[src/vol_defs.svh]
// offsets, field positions, reset values and timing counts for the volume
// control link; included by the device end, the host end and the bench
`ifndef VOL_DEFS_SVH
`define VOL_DEFS_SVH

// clock and timing
`define VOL_CLK_PERIOD_NS 5
`define VOL_AMP_SETTLE_NS 10000
`define VOL_AMP_SETTLE_CYC \
	((`VOL_AMP_SETTLE_NS + `VOL_CLK_PERIOD_NS - 1) / `VOL_CLK_PERIOD_NS)
`define VOL_MS_NS 1000000
`define VOL_MS_CYC (`VOL_MS_NS / `VOL_CLK_PERIOD_NS)
`define VOL_LINK_HALF_CYC 8
`define VOL_CSH_NS 1000
`define VOL_CSH_CYC \
	((`VOL_CSH_NS + `VOL_CLK_PERIOD_NS - 1) / `VOL_CLK_PERIOD_NS)
`define VOL_FRAME_BITS 24

// zero-crossing time-out choices in ms
`define VOL_TO_MS_0 5
`define VOL_TO_MS_1 10
`define VOL_TO_MS_2 15
`define VOL_TO_MS_3 20
`define VOL_TO_MS_4 25
`define VOL_TO_MS_5 30
`define VOL_TO_MS_6 40
`define VOL_TO_MS_7 50

// device register map
`define VOL_REG_CH_VOL_BASE 8'h01
`define VOL_REG_QTR 8'h09
`define VOL_REG_ZC_CFG 8'h0a
`define VOL_REG_GROUP 8'h0b
`define VOL_REG_PWR_ALL 8'h0c
`define VOL_REG_CH_PWR 8'h0d
`define VOL_REG_MASTER_BASE 8'h0e
`define VOL_MASTER_STRIDE 8'h03

// fields
`define VOL_ZC_MODE_BIT 0
`define VOL_ZC_POLICY_BIT 1
`define VOL_ZC_TO_LSB 2
`define VOL_GROUP_EN_BIT 7
`define VOL_PWR_ALL_BIT 0
`define VOL_CHIP_RW_BIT 0

// reset values
`define VOL_VOL_RST 8'h00
`define VOL_QTR_RST 8'h00
`define VOL_ZC_CFG_RST 8'h01
`define VOL_GROUP_RST 8'h00
`define VOL_PWR_ALL_RST 1'b1
`define VOL_CH_PWR_RST 8'h00
`define VOL_MASK_RST 8'hff

// level limits, signed quarter dB
`define VOL_LEVEL_MAX 12'sh058
`define VOL_LEVEL_MIN 12'she80

// host register map
`define VOL_H_CHIP 3'h0
`define VOL_H_MAP 3'h1
`define VOL_H_DATA 3'h2
`define VOL_H_STATUS 3'h3
`define VOL_H_CTRL 3'h4
`define VOL_H_RST_BIT 0

`endif

[src/vol_pkg.sv]
// shared types of the volume control device and its host
// assumes vol_defs.svh is on the include path
package vol_pkg;
	typedef enum logic [1:0] {
		CH_OFF,
		CH_UP,
		CH_ON,
		CH_DOWN
	} chan_state_t;

	typedef enum logic [1:0] {
		H_IDLE,
		H_SHIFT,
		H_GAP
	} host_state_t;

	typedef logic signed [10:0] level_t;
endpackage : vol_pkg

[src/vol_link_if.sv]
// three-wire serial link plus reset pin between host and volume device
// assumes the host drives every wire; the device only listens
interface vol_link_if;
	logic reset_n;
	logic link_clk;
	logic sel_n;
	logic sdata;

	modport host (
		output reset_n,
		output link_clk,
		output sel_n,
		output sdata
	);

	modport dev (
		input reset_n,
		input link_clk,
		input sel_n,
		input sdata
	);
endinterface : vol_link_if

[src/vol_device.sv]
// volume device end: serial register port, power sequencing, volume engine
// assumes link wires and zero-cross comparators are asynchronous to core_clk_i
//
// Behaviour
// reset pin low: powered down, link ignored
// after reset, amps off while global_power_down set
// channel powers up only when both bits clear
// reset: channel bits clear, global bit set
// mute during amp power-up, then apply level
// either power-down bit set powers channel down
// mute channel before amp power-down starts
// power mute transitions obey zero-crossing timing
// host selects immediate mode for instant power
// reset low returns all settings to defaults
// host loads settings, then clears global bit
// host sets global bit, may then reset
// 118 dB span in quarter-dB steps
// changes immediate or at zero-crossing, configurable
// time-out from eight periods, 5-50 ms
// superseded command: apply earlier or discard
// eight individual controls, one per channel
// three maskable masters, one write each
// 128 device addresses plus group address
// master masks reset to all channels
// level is sum of masked terms, clamped
// time-out restarts on new change, clears on apply
//
// The implementer's own choice: the strobed register port.
`include "vol_defs.svh"

module vol_device #(
	parameter logic [6:0] DEV_ADDR = 7'h00,
	parameter int MS_CYC = `VOL_MS_CYC
) (
	input wire logic core_clk_i,
	input wire logic rst_i,
	input wire logic ce_i,
	vol_link_if.dev link,
	input wire logic [7:0] zero_cross_i,
	output logic [7:0] amp_enable_o,
	output logic [7:0] chan_mute_o,
	output logic [87:0] chan_level_o
);
	localparam logic [11:0] SETTLE_CYC = 12'(`VOL_AMP_SETTLE_CYC);
	localparam logic [5:0] TO_MS [8] = '{
		6'(`VOL_TO_MS_0), 6'(`VOL_TO_MS_1), 6'(`VOL_TO_MS_2),
		6'(`VOL_TO_MS_3), 6'(`VOL_TO_MS_4), 6'(`VOL_TO_MS_5),
		6'(`VOL_TO_MS_6), 6'(`VOL_TO_MS_7)};

	// two-stage synchronisers; stage one feeds stage two only
	logic [11:0] sync1_r;
	logic [11:0] sync2_r;
	logic [11:0] sync3_r;
	always_ff @(posedge core_clk_i or posedge rst_i) begin
		if (rst_i) begin
			sync1_r <= 12'h000;
			sync2_r <= 12'h000;
			sync3_r <= 12'h000;
		end else if (ce_i) begin
			sync1_r <= {zero_cross_i, link.reset_n, link.link_clk,
				link.sel_n, link.sdata};
			sync2_r <= sync1_r;
			sync3_r <= sync2_r;
		end
	end

	logic pin_rst;
	logic lclk_rise;
	logic sel_rise;
	logic [7:0] zc_edge;
	assign pin_rst = !sync2_r[3];
	assign lclk_rise = sync2_r[2] && !sync3_r[2];
	assign sel_rise = sync2_r[1] && !sync3_r[1];
	assign zc_edge = sync2_r[11:4] ^ sync3_r[11:4]; // sign change

	// frame shifter; clocks outside a selected frame are not counted
	logic [23:0] shift_r;
	logic [4:0] bits_r;
	always_ff @(posedge core_clk_i or posedge rst_i) begin
		if (rst_i) begin
			shift_r <= 24'h00_0000;
			bits_r <= 5'h00;
		end else if (ce_i) begin
			if (pin_rst || sync2_r[1]) begin
				bits_r <= 5'h00;
			end else if (lclk_rise) begin
				shift_r <= {shift_r[22:0], sync2_r[0]};
				if (bits_r != 5'h1f)
					bits_r <= bits_r + 5'h01;
			end
		end
	end

	// a write lands when select rises after exactly one full frame
	logic [6:0] chip_id;
	logic addressed;
	logic wr_en;
	logic [7:0] wr_map;
	logic [7:0] wr_data;
	logic [7:0] group_r;
	assign chip_id = shift_r[23:17];
	assign wr_map = shift_r[15:8];
	assign wr_data = shift_r[7:0];
	assign addressed = (chip_id == DEV_ADDR) ||
		(group_r[`VOL_GROUP_EN_BIT] && chip_id == group_r[6:0]);
	assign wr_en = sel_rise && !pin_rst &&
		bits_r == 5'(`VOL_FRAME_BITS) && addressed &&
		!shift_r[16 + `VOL_CHIP_RW_BIT];

	// control registers; reset pin restores every default
	logic [7:0] vol_r [8];
	logic [7:0] qtr_r;
	logic [7:0] zc_cfg_r;
	logic pwr_all_r;
	logic [7:0] ch_pwr_r;
	logic [7:0] mvol_r [3];
	logic [7:0] mctl_r [3];
	logic [7:0] mmask_r [3];
	always_ff @(posedge core_clk_i or posedge rst_i) begin
		if (rst_i) begin
			for (int i = 0; i < 8; i++)
				vol_r[i] <= `VOL_VOL_RST;
			for (int k = 0; k < 3; k++) begin
				mvol_r[k] <= `VOL_VOL_RST;
				mctl_r[k] <= `VOL_VOL_RST;
				mmask_r[k] <= `VOL_MASK_RST;
			end
			qtr_r <= `VOL_QTR_RST;
			zc_cfg_r <= `VOL_ZC_CFG_RST;
			group_r <= `VOL_GROUP_RST;
			pwr_all_r <= `VOL_PWR_ALL_RST;
			ch_pwr_r <= `VOL_CH_PWR_RST;
		end else if (ce_i) begin
			if (pin_rst) begin
				for (int i = 0; i < 8; i++)
					vol_r[i] <= `VOL_VOL_RST;
				for (int k = 0; k < 3; k++) begin
					mvol_r[k] <= `VOL_VOL_RST;
					mctl_r[k] <= `VOL_VOL_RST;
					mmask_r[k] <= `VOL_MASK_RST;
				end
				qtr_r <= `VOL_QTR_RST;
				zc_cfg_r <= `VOL_ZC_CFG_RST;
				group_r <= `VOL_GROUP_RST;
				pwr_all_r <= `VOL_PWR_ALL_RST;
				ch_pwr_r <= `VOL_CH_PWR_RST;
			end else if (wr_en) begin
				for (int i = 0; i < 8; i++)
					if (wr_map == `VOL_REG_CH_VOL_BASE + 8'(i))
						vol_r[i] <= wr_data;
				for (int k = 0; k < 3; k++) begin
					if (wr_map == `VOL_REG_MASTER_BASE +
						8'(k) * `VOL_MASTER_STRIDE)
						mvol_r[k] <= wr_data;
					if (wr_map == `VOL_REG_MASTER_BASE +
						8'(k) * `VOL_MASTER_STRIDE + 8'h01)
						mctl_r[k] <= wr_data;
					if (wr_map == `VOL_REG_MASTER_BASE +
						8'(k) * `VOL_MASTER_STRIDE + 8'h02)
						mmask_r[k] <= wr_data;
				end
				if (wr_map == `VOL_REG_QTR)
					qtr_r <= wr_data;
				if (wr_map == `VOL_REG_ZC_CFG)
					zc_cfg_r <= wr_data;
				if (wr_map == `VOL_REG_GROUP)
					group_r <= wr_data;
				if (wr_map == `VOL_REG_PWR_ALL)
					pwr_all_r <= wr_data[`VOL_PWR_ALL_BIT];
				if (wr_map == `VOL_REG_CH_PWR)
					ch_pwr_r <= wr_data;
			end
		end
	end

	// shared 1 ms tick; a time-out may therefore run up to 1 ms short
	logic [17:0] ms_cnt_r;
	logic ms_tick_r;
	always_ff @(posedge core_clk_i or posedge rst_i) begin
		if (rst_i) begin
			ms_cnt_r <= 18'h0_0000;
			ms_tick_r <= 1'b0;
		end else if (ce_i) begin
			ms_tick_r <= (ms_cnt_r == 18'(MS_CYC - 1));
			if (ms_cnt_r == 18'(MS_CYC - 1))
				ms_cnt_r <= 18'h0_0000;
			else
				ms_cnt_r <= ms_cnt_r + 18'h0_0001;
		end
	end

	logic zc_mode;
	logic zc_apply_prev;
	logic [5:0] to_limit;
	assign zc_mode = zc_cfg_r[`VOL_ZC_MODE_BIT];
	assign zc_apply_prev = zc_cfg_r[`VOL_ZC_POLICY_BIT];
	assign to_limit = TO_MS[zc_cfg_r[`VOL_ZC_TO_LSB +: 3]];

	// effective level per master, signed quarter dB
	logic signed [11:0] mlvl [3];
	always_comb begin
		for (int k = 0; k < 3; k++)
			mlvl[k] = {{3{mvol_r[k][7]}}, mvol_r[k], mctl_r[k][0]};
	end

	for (genvar i = 0; i < 8; i++) begin : g_chan
		logic signed [11:0] sum;
		vol_pkg::level_t eff;
		logic want_on;
		vol_pkg::chan_state_t st_r;
		logic [11:0] settle_r;
		logic [11:0] tgt;
		logic [11:0] cur;
		logic [11:0] app_r;
		logic [11:0] pend_val_r;
		logic pend_r;
		logic [5:0] tmo_r;
		logic amp_r;

		// individual term plus masked masters, clamped
		always_comb begin
			sum = {{3{vol_r[i][7]}}, vol_r[i], qtr_r[i]};
			for (int k = 0; k < 3; k++)
				if (mmask_r[k][i])
					sum = sum + mlvl[k];
			if (sum > `VOL_LEVEL_MAX)
				eff = 11'(`VOL_LEVEL_MAX);
			else if (sum < `VOL_LEVEL_MIN)
				eff = 11'(`VOL_LEVEL_MIN);
			else
				eff = sum[10:0];
		end

		assign want_on = !pwr_all_r && !ch_pwr_r[i];
		assign tgt = {st_r != vol_pkg::CH_ON, eff};
		assign cur = pend_r ? pend_val_r : app_r;

		// power sequencing
		always_ff @(posedge core_clk_i or posedge rst_i) begin
			if (rst_i) begin
				st_r <= vol_pkg::CH_OFF;
				amp_r <= 1'b0;
				settle_r <= 12'h000;
			end else if (ce_i) begin
				if (pin_rst) begin
					st_r <= vol_pkg::CH_OFF;
					amp_r <= 1'b0;
				end else begin
					unique case (st_r)
					vol_pkg::CH_OFF: begin
						if (want_on) begin
							st_r <= vol_pkg::CH_UP;
							amp_r <= 1'b1;
							settle_r <= SETTLE_CYC;
						end
					end
					vol_pkg::CH_UP: begin
						if (!want_on)
							st_r <= vol_pkg::CH_DOWN;
						else if (settle_r == 12'h000)
							st_r <= vol_pkg::CH_ON;
						else
							settle_r <= settle_r - 12'h001;
					end
					vol_pkg::CH_ON: begin
						if (!want_on)
							st_r <= vol_pkg::CH_DOWN;
					end
					vol_pkg::CH_DOWN: begin
						// amp goes off only once mute has really landed
						if (app_r[11] && !pend_r) begin
							st_r <= vol_pkg::CH_OFF;
							amp_r <= 1'b0;
						end
					end
					endcase
				end
			end
		end

		// change engine: immediate or zero-crossing with time-out
		always_ff @(posedge core_clk_i or posedge rst_i) begin
			if (rst_i) begin
				app_r <= 12'h800;
				pend_val_r <= 12'h800;
				pend_r <= 1'b0;
				tmo_r <= 6'h00;
			end else if (ce_i) begin
				if (pin_rst) begin
					app_r <= 12'h800;
					pend_r <= 1'b0;
					tmo_r <= 6'h00;
				end else if (!zc_mode) begin
					app_r <= tgt;
					pend_r <= 1'b0;
					tmo_r <= 6'h00;
				end else if (tgt != cur) begin
					if (pend_r && zc_apply_prev)
						app_r <= pend_val_r;
					pend_val_r <= tgt;
					pend_r <= 1'b1;
					tmo_r <= 6'h00;
				end else if (pend_r && (zc_edge[i] || tmo_r >= to_limit)) begin
					app_r <= pend_val_r;
					pend_r <= 1'b0;
					tmo_r <= 6'h00;
				end else if (pend_r && ms_tick_r) begin
					tmo_r <= tmo_r + 6'h01;
				end
			end
		end

		assign amp_enable_o[i] = amp_r;
		assign chan_mute_o[i] = app_r[11];
		assign chan_level_o[i*11 +: 11] = app_r[10:0];
	end
endmodule : vol_device

[src/flat_wrapper.sv]
// flat-port wrapper written by rule: the top's interface ports become plain ports
module vol_device_flat 
#(
	parameter logic [6:0] DEV_ADDR = 7'h00,
	parameter int MS_CYC = `VOL_MS_CYC
)
  (core_clk_i, rst_i, ce_i, zero_cross_i, amp_enable_o, chan_mute_o, chan_level_o, link_reset_n, link_link_clk, link_sel_n, link_sdata);
  vol_link_if link_i ();
  input wire logic core_clk_i;
  input wire logic rst_i;
  input wire logic ce_i;
  input wire logic [7:0] zero_cross_i;
  output logic [7:0] amp_enable_o;
  output logic [7:0] chan_mute_o;
  output logic [87:0] chan_level_o;
  input wire logic [$bits(link_i.reset_n)-1:0] link_reset_n;
  input wire logic [$bits(link_i.link_clk)-1:0] link_link_clk;
  input wire logic [$bits(link_i.sel_n)-1:0] link_sel_n;
  input wire logic [$bits(link_i.sdata)-1:0] link_sdata;
  assign link_i.reset_n = link_reset_n;
  assign link_i.link_clk = link_link_clk;
  assign link_i.sel_n = link_sel_n;
  assign link_i.sdata = link_sdata;
  vol_device #(.DEV_ADDR(DEV_ADDR), .MS_CYC(MS_CYC)) u_core (.core_clk_i(core_clk_i), .rst_i(rst_i), .ce_i(ce_i), .link(link_i), .zero_cross_i(zero_cross_i), .amp_enable_o(amp_enable_o), .chan_mute_o(chan_mute_o), .chan_level_o(chan_level_o));
endmodule
[config.mk]
export PLATFORM = sky130hd
export DESIGN_NAME = vol_device_flat
export DESIGN_NICKNAME = d
export VERILOG_FILES = /design/src/vol_pkg.sv /design/src/vol_link_if.sv /design/src/vol_device.sv /design/src/flat_wrapper.sv
export VERILOG_INCLUDE_DIRS = /design/src
export SDC_FILE = /design/constraint.sdc
export NUM_CORES = 2
export LEC_CHECK = 0
export BUFFER_PORTS_ARGS = -buffer_cell sky130_fd_sc_hd__clkbuf_2
export CAP_MARGIN = 30
export CORE_ASPECT_RATIO = 2
export CORE_MARGIN = 2
export CORE_UTILIZATION = 60
export DETAILED_ROUTE_END_ITERATION = 16
export PLACE_DENSITY = 0.74
export SLEW_MARGIN = 20
export SYNTH_ARGS = -nofsm -noshare
export SYNTH_HDL_FRONTEND = slang
export SYNTH_SLANG_ARGS = --single-unit
[constraint.sdc]
create_clock -name core_clk_i -period 50 [get_ports core_clk_i]
set_input_delay 2.5 -clock core_clk_i [delete_from_list [all_inputs] [get_ports core_clk_i]]
set_output_delay 2.5 -clock core_clk_i [all_outputs]
set_load 0.02 [all_outputs]
==> Yosys cells after proc, flatten, opt, wreduce, memory -nomap -nowiden <==
Memories as Yosys holds them, arrays and structs flattened.
Index checks and enable logic that the tools add are counted.
{ "word_totals": {"mem_count": 1, "ff_bits": 597, "input_bits": 15, "word_cells": 844, "rom_bits": 48, "output_inout_bits": 104} }
{ "mem_list": {"columns": ["memory", "words", "width", "rd", "rd_clocked_by_memory_dff", "wr", "line", "rtl"], "rows": [
  ["(no name shown)", 8, 6, 1, 0, 0, "vol_device.sv:197", "assign to_limit = TO_MS[zc_cfg_r[`VOL_ZC_TO_LSB +: 3]];"]
]} }
{ "classes": {"muxes": 326, "n_reduce_logical": 185, "n_bitwise": 3, "eq_ne": 177, "n_addsub": 42, "magnitude_cmp": 25} }
{ "op_table": {"columns": ["op", "n"], "rows": [
  ["12-bit 2-to-1 mux", 96],
  ["6-bit 2-to-1 mux", 42],
  ["8-bit 2-to-1 mux", 25],
  ["12-bit by 9-bit adder with 12-bit output", 16],
  ["12-bit one-hot mux with 2 select lines", 8],
  ["11-bit 2-to-1 mux", 16],
  ["64-bit 2-to-1 mux", 2],
  ["12-bit by 8-bit greater-than comparator with 1-bit output (second input constant)", 8],
  ["12-bit logical NOT", 8],
  ["12-bit by 10-bit < comparator with 1-bit output (second input constant)", 8],
  ["2-bit 2-to-1 mux", 48],
  ["24-bit 2-to-1 mux", 4],
  ["12-bit inequality test", 8],
  ["3-bit inequality test (second input constant)", 32],
  ["4-bit inequality test (second input constant)", 24],
  ["3-bit AND reduction", 32],
  ["12-bit by 1-bit subtractor with 12-bit output (second input constant)", 8],
  ["9-bit by 9-bit adder with 10-bit output", 8],
  ["2-bit inequality test (second input constant)", 39],
  ["8-bit by 4-bit equality test with 1-bit output (second input constant)", 8],
  ["2-bit one-hot mux with 4 select lines", 8],
  ["4-bit AND reduction", 16],
  ["1-bit 2-to-1 mux", 60],
  ["8-bit by 5-bit equality test with 1-bit output (second input constant)", 7],
  ["other kinds (31)", 227]
]} }

==> Depth between registers and ports, before layout <==
{ "depth": {"word_depth": 13, "mapped_depth": 32, "mapped_depth_nobuf": 30} }

==> Worst setup path before layout <==
Ideal clock, no wire load.
{ "synth_timing": {"kind": "register -> register", "startpoint": "reg u_core.mvol_r (netlist bit u_core.mlvl[25])", "endpoint": "reg u_core.g_chan[2].app_r[0]", "setup_slack_ns": 42.863, "t_arrival_ns": 7.010, "stages_incl_launch_ff": 29, "setup_time_ns": 0.128, "n_path_buf": 2, "synth_period_minus_slack_ns": 7.137, "required_time_ns": 49.872, "cell_sequence": "dfrtp_1 inv_1 fa_1 nor2b_1 o311a_1 o21a_1 or3_1 a31o_2 ha_1 or4_1 o22ai_1 xnor2_1 mux2_2 ha_1 o21ai_0 o21bai_1 a21oi_1 or4_1 o2bb2ai_2 and2_1 buf_2 or4_1 o211ai_1 o311ai_1 nor4_4 a211oi_1 nor2_1 buf_4 mux2_1"} }
{ "synth_via": {"elab_chain_len": 13, "elab_cells_between_ends": 17, "cone_classes": "add/sub: 3; order compare: 2; eq/ne: 3; mux: 8; reduce/logical: 1"} }
{ "synth_lines": {"columns": ["item", "line", "rtl"], "rows": [
  ["from (decl)", "vol_device.sv:116", "logic [7:0] mvol_r [3];"],
  ["from (signal, indexed assignment)", "vol_device.sv:124", "mvol_r[k] <= `VOL_VOL_RST;"],
  ["from (signal, indexed assignment)", "vol_device.sv:138", "mvol_r[k] <= `VOL_VOL_RST;"],
  ["from (signal, indexed assignment)", "vol_device.sv:154", "mvol_r[k] <= wr_data;"],
  ["9-bit by 9-bit adder with 10-bit output *", "vol_device.sv:225", "sum = sum + mlvl[k];"],
  ["12-bit 2-to-1 mux *", "vol_device.sv:224", "if (mmask_r[k][i])"],
  ["12-bit by 9-bit adder with 12-bit output", "vol_device.sv:225", null],
  ["12-bit 2-to-1 mux *", "vol_device.sv:224", null],
  ["12-bit by 9-bit adder with 12-bit output", "vol_device.sv:225", null],
  ["12-bit 2-to-1 mux *", "vol_device.sv:224", null],
  ["12-bit by 10-bit < comparator with 1-bit output (no source line)", null, null],
  ["11-bit 2-to-1 mux", "vol_device.sv:228", "else if (sum < `VOL_LEVEL_MIN)"],
  ["11-bit 2-to-1 mux *", "vol_device.sv:226", "if (sum > `VOL_LEVEL_MAX)"],
  ["12-bit inequality test", "vol_device.sv:297", "end else if (tgt != cur) begin"],
  ["12-bit 2-to-1 mux", "vol_device.sv:297", null],
  ["12-bit 2-to-1 mux", "vol_device.sv:293", "end else if (!zc_mode) begin"],
  ["12-bit 2-to-1 mux", "vol_device.sv:289", "if (pin_rst) begin"],
  ["to (signal assigned)", "vol_device.sv:294", "app_r <= tgt;"],
  ["to (signal assigned)", "vol_device.sv:299", "app_r <= pend_val_r;"],
  ["to (signal assigned)", "vol_device.sv:304", "app_r <= pend_val_r;"],
  ["to (decl)", "vol_device.sv:214", "logic [11:0] app_r;"]
]} }
Mark *: on every way between the ends. The rest lies on a longest branch, timed or not.
A chain may end at the register's enable or synchronous reset.

==> Final worst setup path <==
{ "layout_timing": {"startpoint": "reg u_core.mvol_r (netlist bit u_core.mlvl[25])", "endpoint": "reg u_core.g_chan[1].app_r[3]"} }
{ "layout_via": {"elab_chain_len": 13, "elab_cells_between_ends": 17, "cone_classes": "add/sub: 3; order compare: 2; eq/ne: 3; mux: 8; reduce/logical: 1"} }
{ "layout_lines": {"columns": ["item", "line"], "rows": [
  ["9-bit by 9-bit adder with 10-bit output *", "vol_device.sv:225"],
  ["12-bit 2-to-1 mux *", "vol_device.sv:224"],
  ["12-bit by 9-bit adder with 12-bit output", "vol_device.sv:225"],
  ["12-bit 2-to-1 mux *", "vol_device.sv:224"],
  ["12-bit by 9-bit adder with 12-bit output", "vol_device.sv:225"],
  ["12-bit 2-to-1 mux *", "vol_device.sv:224"],
  ["12-bit by 10-bit < comparator with 1-bit output (no source line)", null],
  ["11-bit 2-to-1 mux", "vol_device.sv:228"],
  ["11-bit 2-to-1 mux *", "vol_device.sv:226"],
  ["12-bit inequality test", "vol_device.sv:297"],
  ["12-bit 2-to-1 mux", "vol_device.sv:297"],
  ["12-bit 2-to-1 mux", "vol_device.sv:293"],
  ["12-bit 2-to-1 mux", "vol_device.sv:289"],
  ["to (signal assigned)", "vol_device.sv:294"],
  ["to (signal assigned)", "vol_device.sv:299"],
  ["to (signal assigned)", "vol_device.sv:304"],
  ["to (decl)", "vol_device.sv:214"]
]} }
Marks and branches as above.

==> qor.txt <==
Syn Nets = 6,197
slew margin rel. = 27.2%
dpl ws = 40.94 ns
status = complete, no violations
postcts setup bufs = 0
Unique masters post-synth = 132
Clk Latency, worst-skew pair = 0.66 ns
EDFF count, synth = 0
final worst clock skew = 0.0400 ns
Leakage = 23.7 nW
FF/Latch Area = 15,000 um2
share of synthesized registers carrying an async set or reset = 100%
setup TNS = 0 ns
via density per instance = 6.61
Cells after Synth = 5,806
RSZ-0062 raised after global routing = false
Crit path required time = 50.51 ns
full die area = 85,400 um2
Final Hold Fails = 0
total track usage = 35.6%
CTS Hold Bufs = 0
Starting Density = 60.4%
IO buf count = 118
post-route design area = 53,300 um2
Achievable Freq = 0.108 GHz
first-pass GRT wire length = 244 mm
clock buffer count from CTS = 56
synth top area cells = dfrtp_1 28%, ha_1 8.9%, o21ai_0 4.8%
CP Max Fanout = 12
Root Buffer = clkbuf_16
pwr/cell area = 46.9 nW/um2
Final min period = 9.22 ns
Routed Antenna Nets = 0
Least-Margin Pin Slew = 1.09 ns
synthesized area per cell = 8.57 um2
I/O pin cnt = 119
Residual DRC = 0
core area = 82,400 um2
Setup CP Type = flop to flop
nets@finish = 6,206
routed vias = 45,700
sequential fraction of the synthesis area = 30.0%
area grow syn2layout = 7.12%
cell taking the most area after synthesis = dfrtp_1
Synth top area share = 27.8%
Setup crit end kind = flop
post-route setup slack = 40.78 ns
cell area after synthesis = 49,800 um2
die height = 411 um
initial antenna violation count = 3
Seq cells post-synth = 595
row count = 149
wire per inst = 22.3 um
PostCTS Resize Cnt = 0
count of final max-slew check failures = 0
CTS tree = yes
Placed Instance Area = 51,200 um2
R2R setup slack = 40.78 ns
Fin Hold WS = 0.481 ns
period utilization = 18.4%
area of the multi-input gates = 32,800 um2
arrival time worst endpoint = 9.73 ns
IR drop worst, VDD = 40.4 uV
htree depth = 2
Max Root-Sink Buffers = 3
Initial DRC Count = 3,106
layout cell share with drive strength beyond 1 = 11.7%
clk slew on worst S/H paths = 0.07 ns
fillcell total = 7,110
Pre-Repair DR Iteration Count = 9
max_cap viols = 0
clock sink count = 595
Final setup viols = 0
startpoint types = flop
Post-DP HPWL = 116 mm
Ys Warns = 0
Top FF cell, synth = dfrtp_1
Congestion Overflow GR = 0
vias in the first global route = 45,200
die width = 208 um
largest net degree at the start of global routing = 153
worst hold path type = flop to flop
Routed WL = 155 mm
GPL Wtd Cong = 0.985
==> report_power, final <==
part | internal, mW | switching (mW) | leakage [nW]
registers | 0.611 | 0.186 | 7.68
clock network | 0.257 | 0.207 | 0.975
logic | 0.490 | 0.751 | 15.0
total | 1.36 | 1.14 | 23.7
==> cell type report <==
| cell class | count | share of cell area (%) |
|---|---|---|
| diodes | 3 | 0.0141 |
| clock buffers | 73 | 2.97 |
| clock inverters | 32 | 0.725 |
| inverters | 283 | 2.01 |
| multi-input cells | 4694 | 61.5 |
| flip-flops and latches | 595 | 28.1 |
| well taps | 1057 | 2.48 |
| repair buffers | 185 | 2.29 |
==> path summary, 6_finish.rpt <==
| path | depth (start not counted) | start | to |
|---|---|---|---|
| worst max register to register | 26 | u_core.mlvl[25] | u_core.g_chan[1].app_r[3] |
| worst max-delay path | 26 | u_core.mlvl[25] | u_core.g_chan[1].app_r[3] |
| min in group asynchronous | 2 | rst_i | u_core.g_chan[6].settle_r[6] |
| max in group asynchronous | 6 | rst_i | u_core.g_chan[1].pend_val_r[11] |
| worst min register to register | 2 | u_core.g_chan[4].pend_val_r[11] | u_core.g_chan[4].pend_val_r[11] |
| worst min-delay path | 2 | u_core.g_chan[4].pend_val_r[11] | u_core.g_chan[4].pend_val_r[11] |
==> cell usage after synthesis, types with 24 or more instances <==
cell       number
or2_2          51
a31oi_1        49
nor2_1        411
a21boi_0       24
nor2b_1        83
nor3_1        144
xnor2_1       156
o211ai_1       59
buf_2          32
nand3_1       148
nand2_1       626
xor2_1         98
or3_1          73
o21a_1         64
ha_1          352
dfrtp_1       553
a21o_1         70
o22ai_1        45
fa_1           24
inv_1         274
clkbuf_1      157
nand4_1        34
and3_1         67
nand3b_1       33
a21oi_1       290
o31ai_1        53
a211oi_1       69
mux2i_1       174
and2_1         49
a211o_1        26
o2111ai_1      24
o2bb2ai_1      34
dfstp_2        42
mux2_2        184
nand2b_1      111
o21ai_0       476
nor4_1         54
mux2_1         27
buf_1          25
==> kinds of logic (layout without fill, tap and decap cells) <==
group	Yosys count	count (layout)	synth area share, %
AO/OA/AOI/OAI	1643	1643	22.4
XOR/XNOR	256	256	4.54
adder cells (fa/ha/maj)	376	376	9.82
buffers and inverters	517	573	4.16
flip-flops	595	595	30.0
multiplexers	401	401	8.82
other	0	3	0
AND/OR/NAND/NOR	2018	2018	20.2
==> layer usage <==
layer	global-route usage, %	part of all wire [%]
met5	0	0.011
met4	25.2	8.2
met3	5.53	6.1
met2	62.0	49
met1	39.7	37
==> worst max-delay path: stages, from the launching register on <==
cell      delay, ns
dfrtp_1        0.80
inv_1          0.60
fa_1           0.62
nor2b_1        0.26
o31ai_1        0.16
a211oi_1       0.53
nand2_1        0.12
ha_1           0.38
o211a_1        0.16
a211oi_1       0.49
nor2_1         0.15
a311o_1        0.38
nor2_1         0.15
ha_1           0.27
a21oi_1        0.16
a21oi_1        0.08
a311oi_1       0.37
mux2i_1        0.34
xnor2_1        0.15
buf_4          0.22
mux4_2         0.52
nor4b_1        0.32
nand3b_1       0.18
nor4_2         0.46
mux2i_1        0.15
o21ai_2        0.62
mux2_2         0.41
==> stage by stage <==
stage | power (mW) | utilization, % | instances
floorplan | 1.66 | - | 5806
global placement | 1.98 | 62.0 | 6800
detailed placement | 2.01 | 62.2 | 6808
CTS | 2.49 | 64.6 | 6913
global route | 2.67 | 64.7 | 6919
finish | 2.50 | 64.7 | 6922
==> state kept, by name (all words and copies together), names as in the netlist, 3 cells and up <==
name                      cells
u_core.mctl_r                 3
u_core.group_r                8
u_core.mmask_r               24
u_core.ms_cnt_r              18
u_core.sync1_r               12
u_core.mlvl                  24
u_core.shift_r               24
u_core.g_chan.pend_val_r     96
u_core.g_chan.st_r           16
u_core.vol_r                 64
u_core.zc_cfg_r               5
u_core.qtr_r                  8
u_core.bits_r                 5
u_core.g_chan.app_r          96
u_core.ch_pwr_r               8
u_core.sync3_r               10
u_core.g_chan.tmo_r          48
u_core.g_chan.amp_r           8
u_core.sync2_r               12
u_core.g_chan.pend_r          8
u_core.g_chan.settle_r       96
==> placed cells by master, fill, tap and decap left out, types with 56 or more instances in the layout <==
cell	netlist	routed
a211oi_1	69	69
a21o_1	70	70
a21oi_1	290	289
and3_1	67	67
clkbuf_16	0	56
clkbuf_2	1	117
dfrtp_1	553	550
ha_1	352	352
inv_1	274	273
mux2_2	184	184
mux2i_1	174	174
nand2_1	626	626
nand2b_1	111	111
nand3_1	148	148
nor2_1	411	410
nor2b_1	83	83
nor3_1	144	143
o211ai_1	59	59
o21a_1	64	64
o21ai_0	476	476
or3_1	73	73
xnor2_1	156	156
xor2_1	98	98
Note: power is estimated with default switching activity, not from simulation.
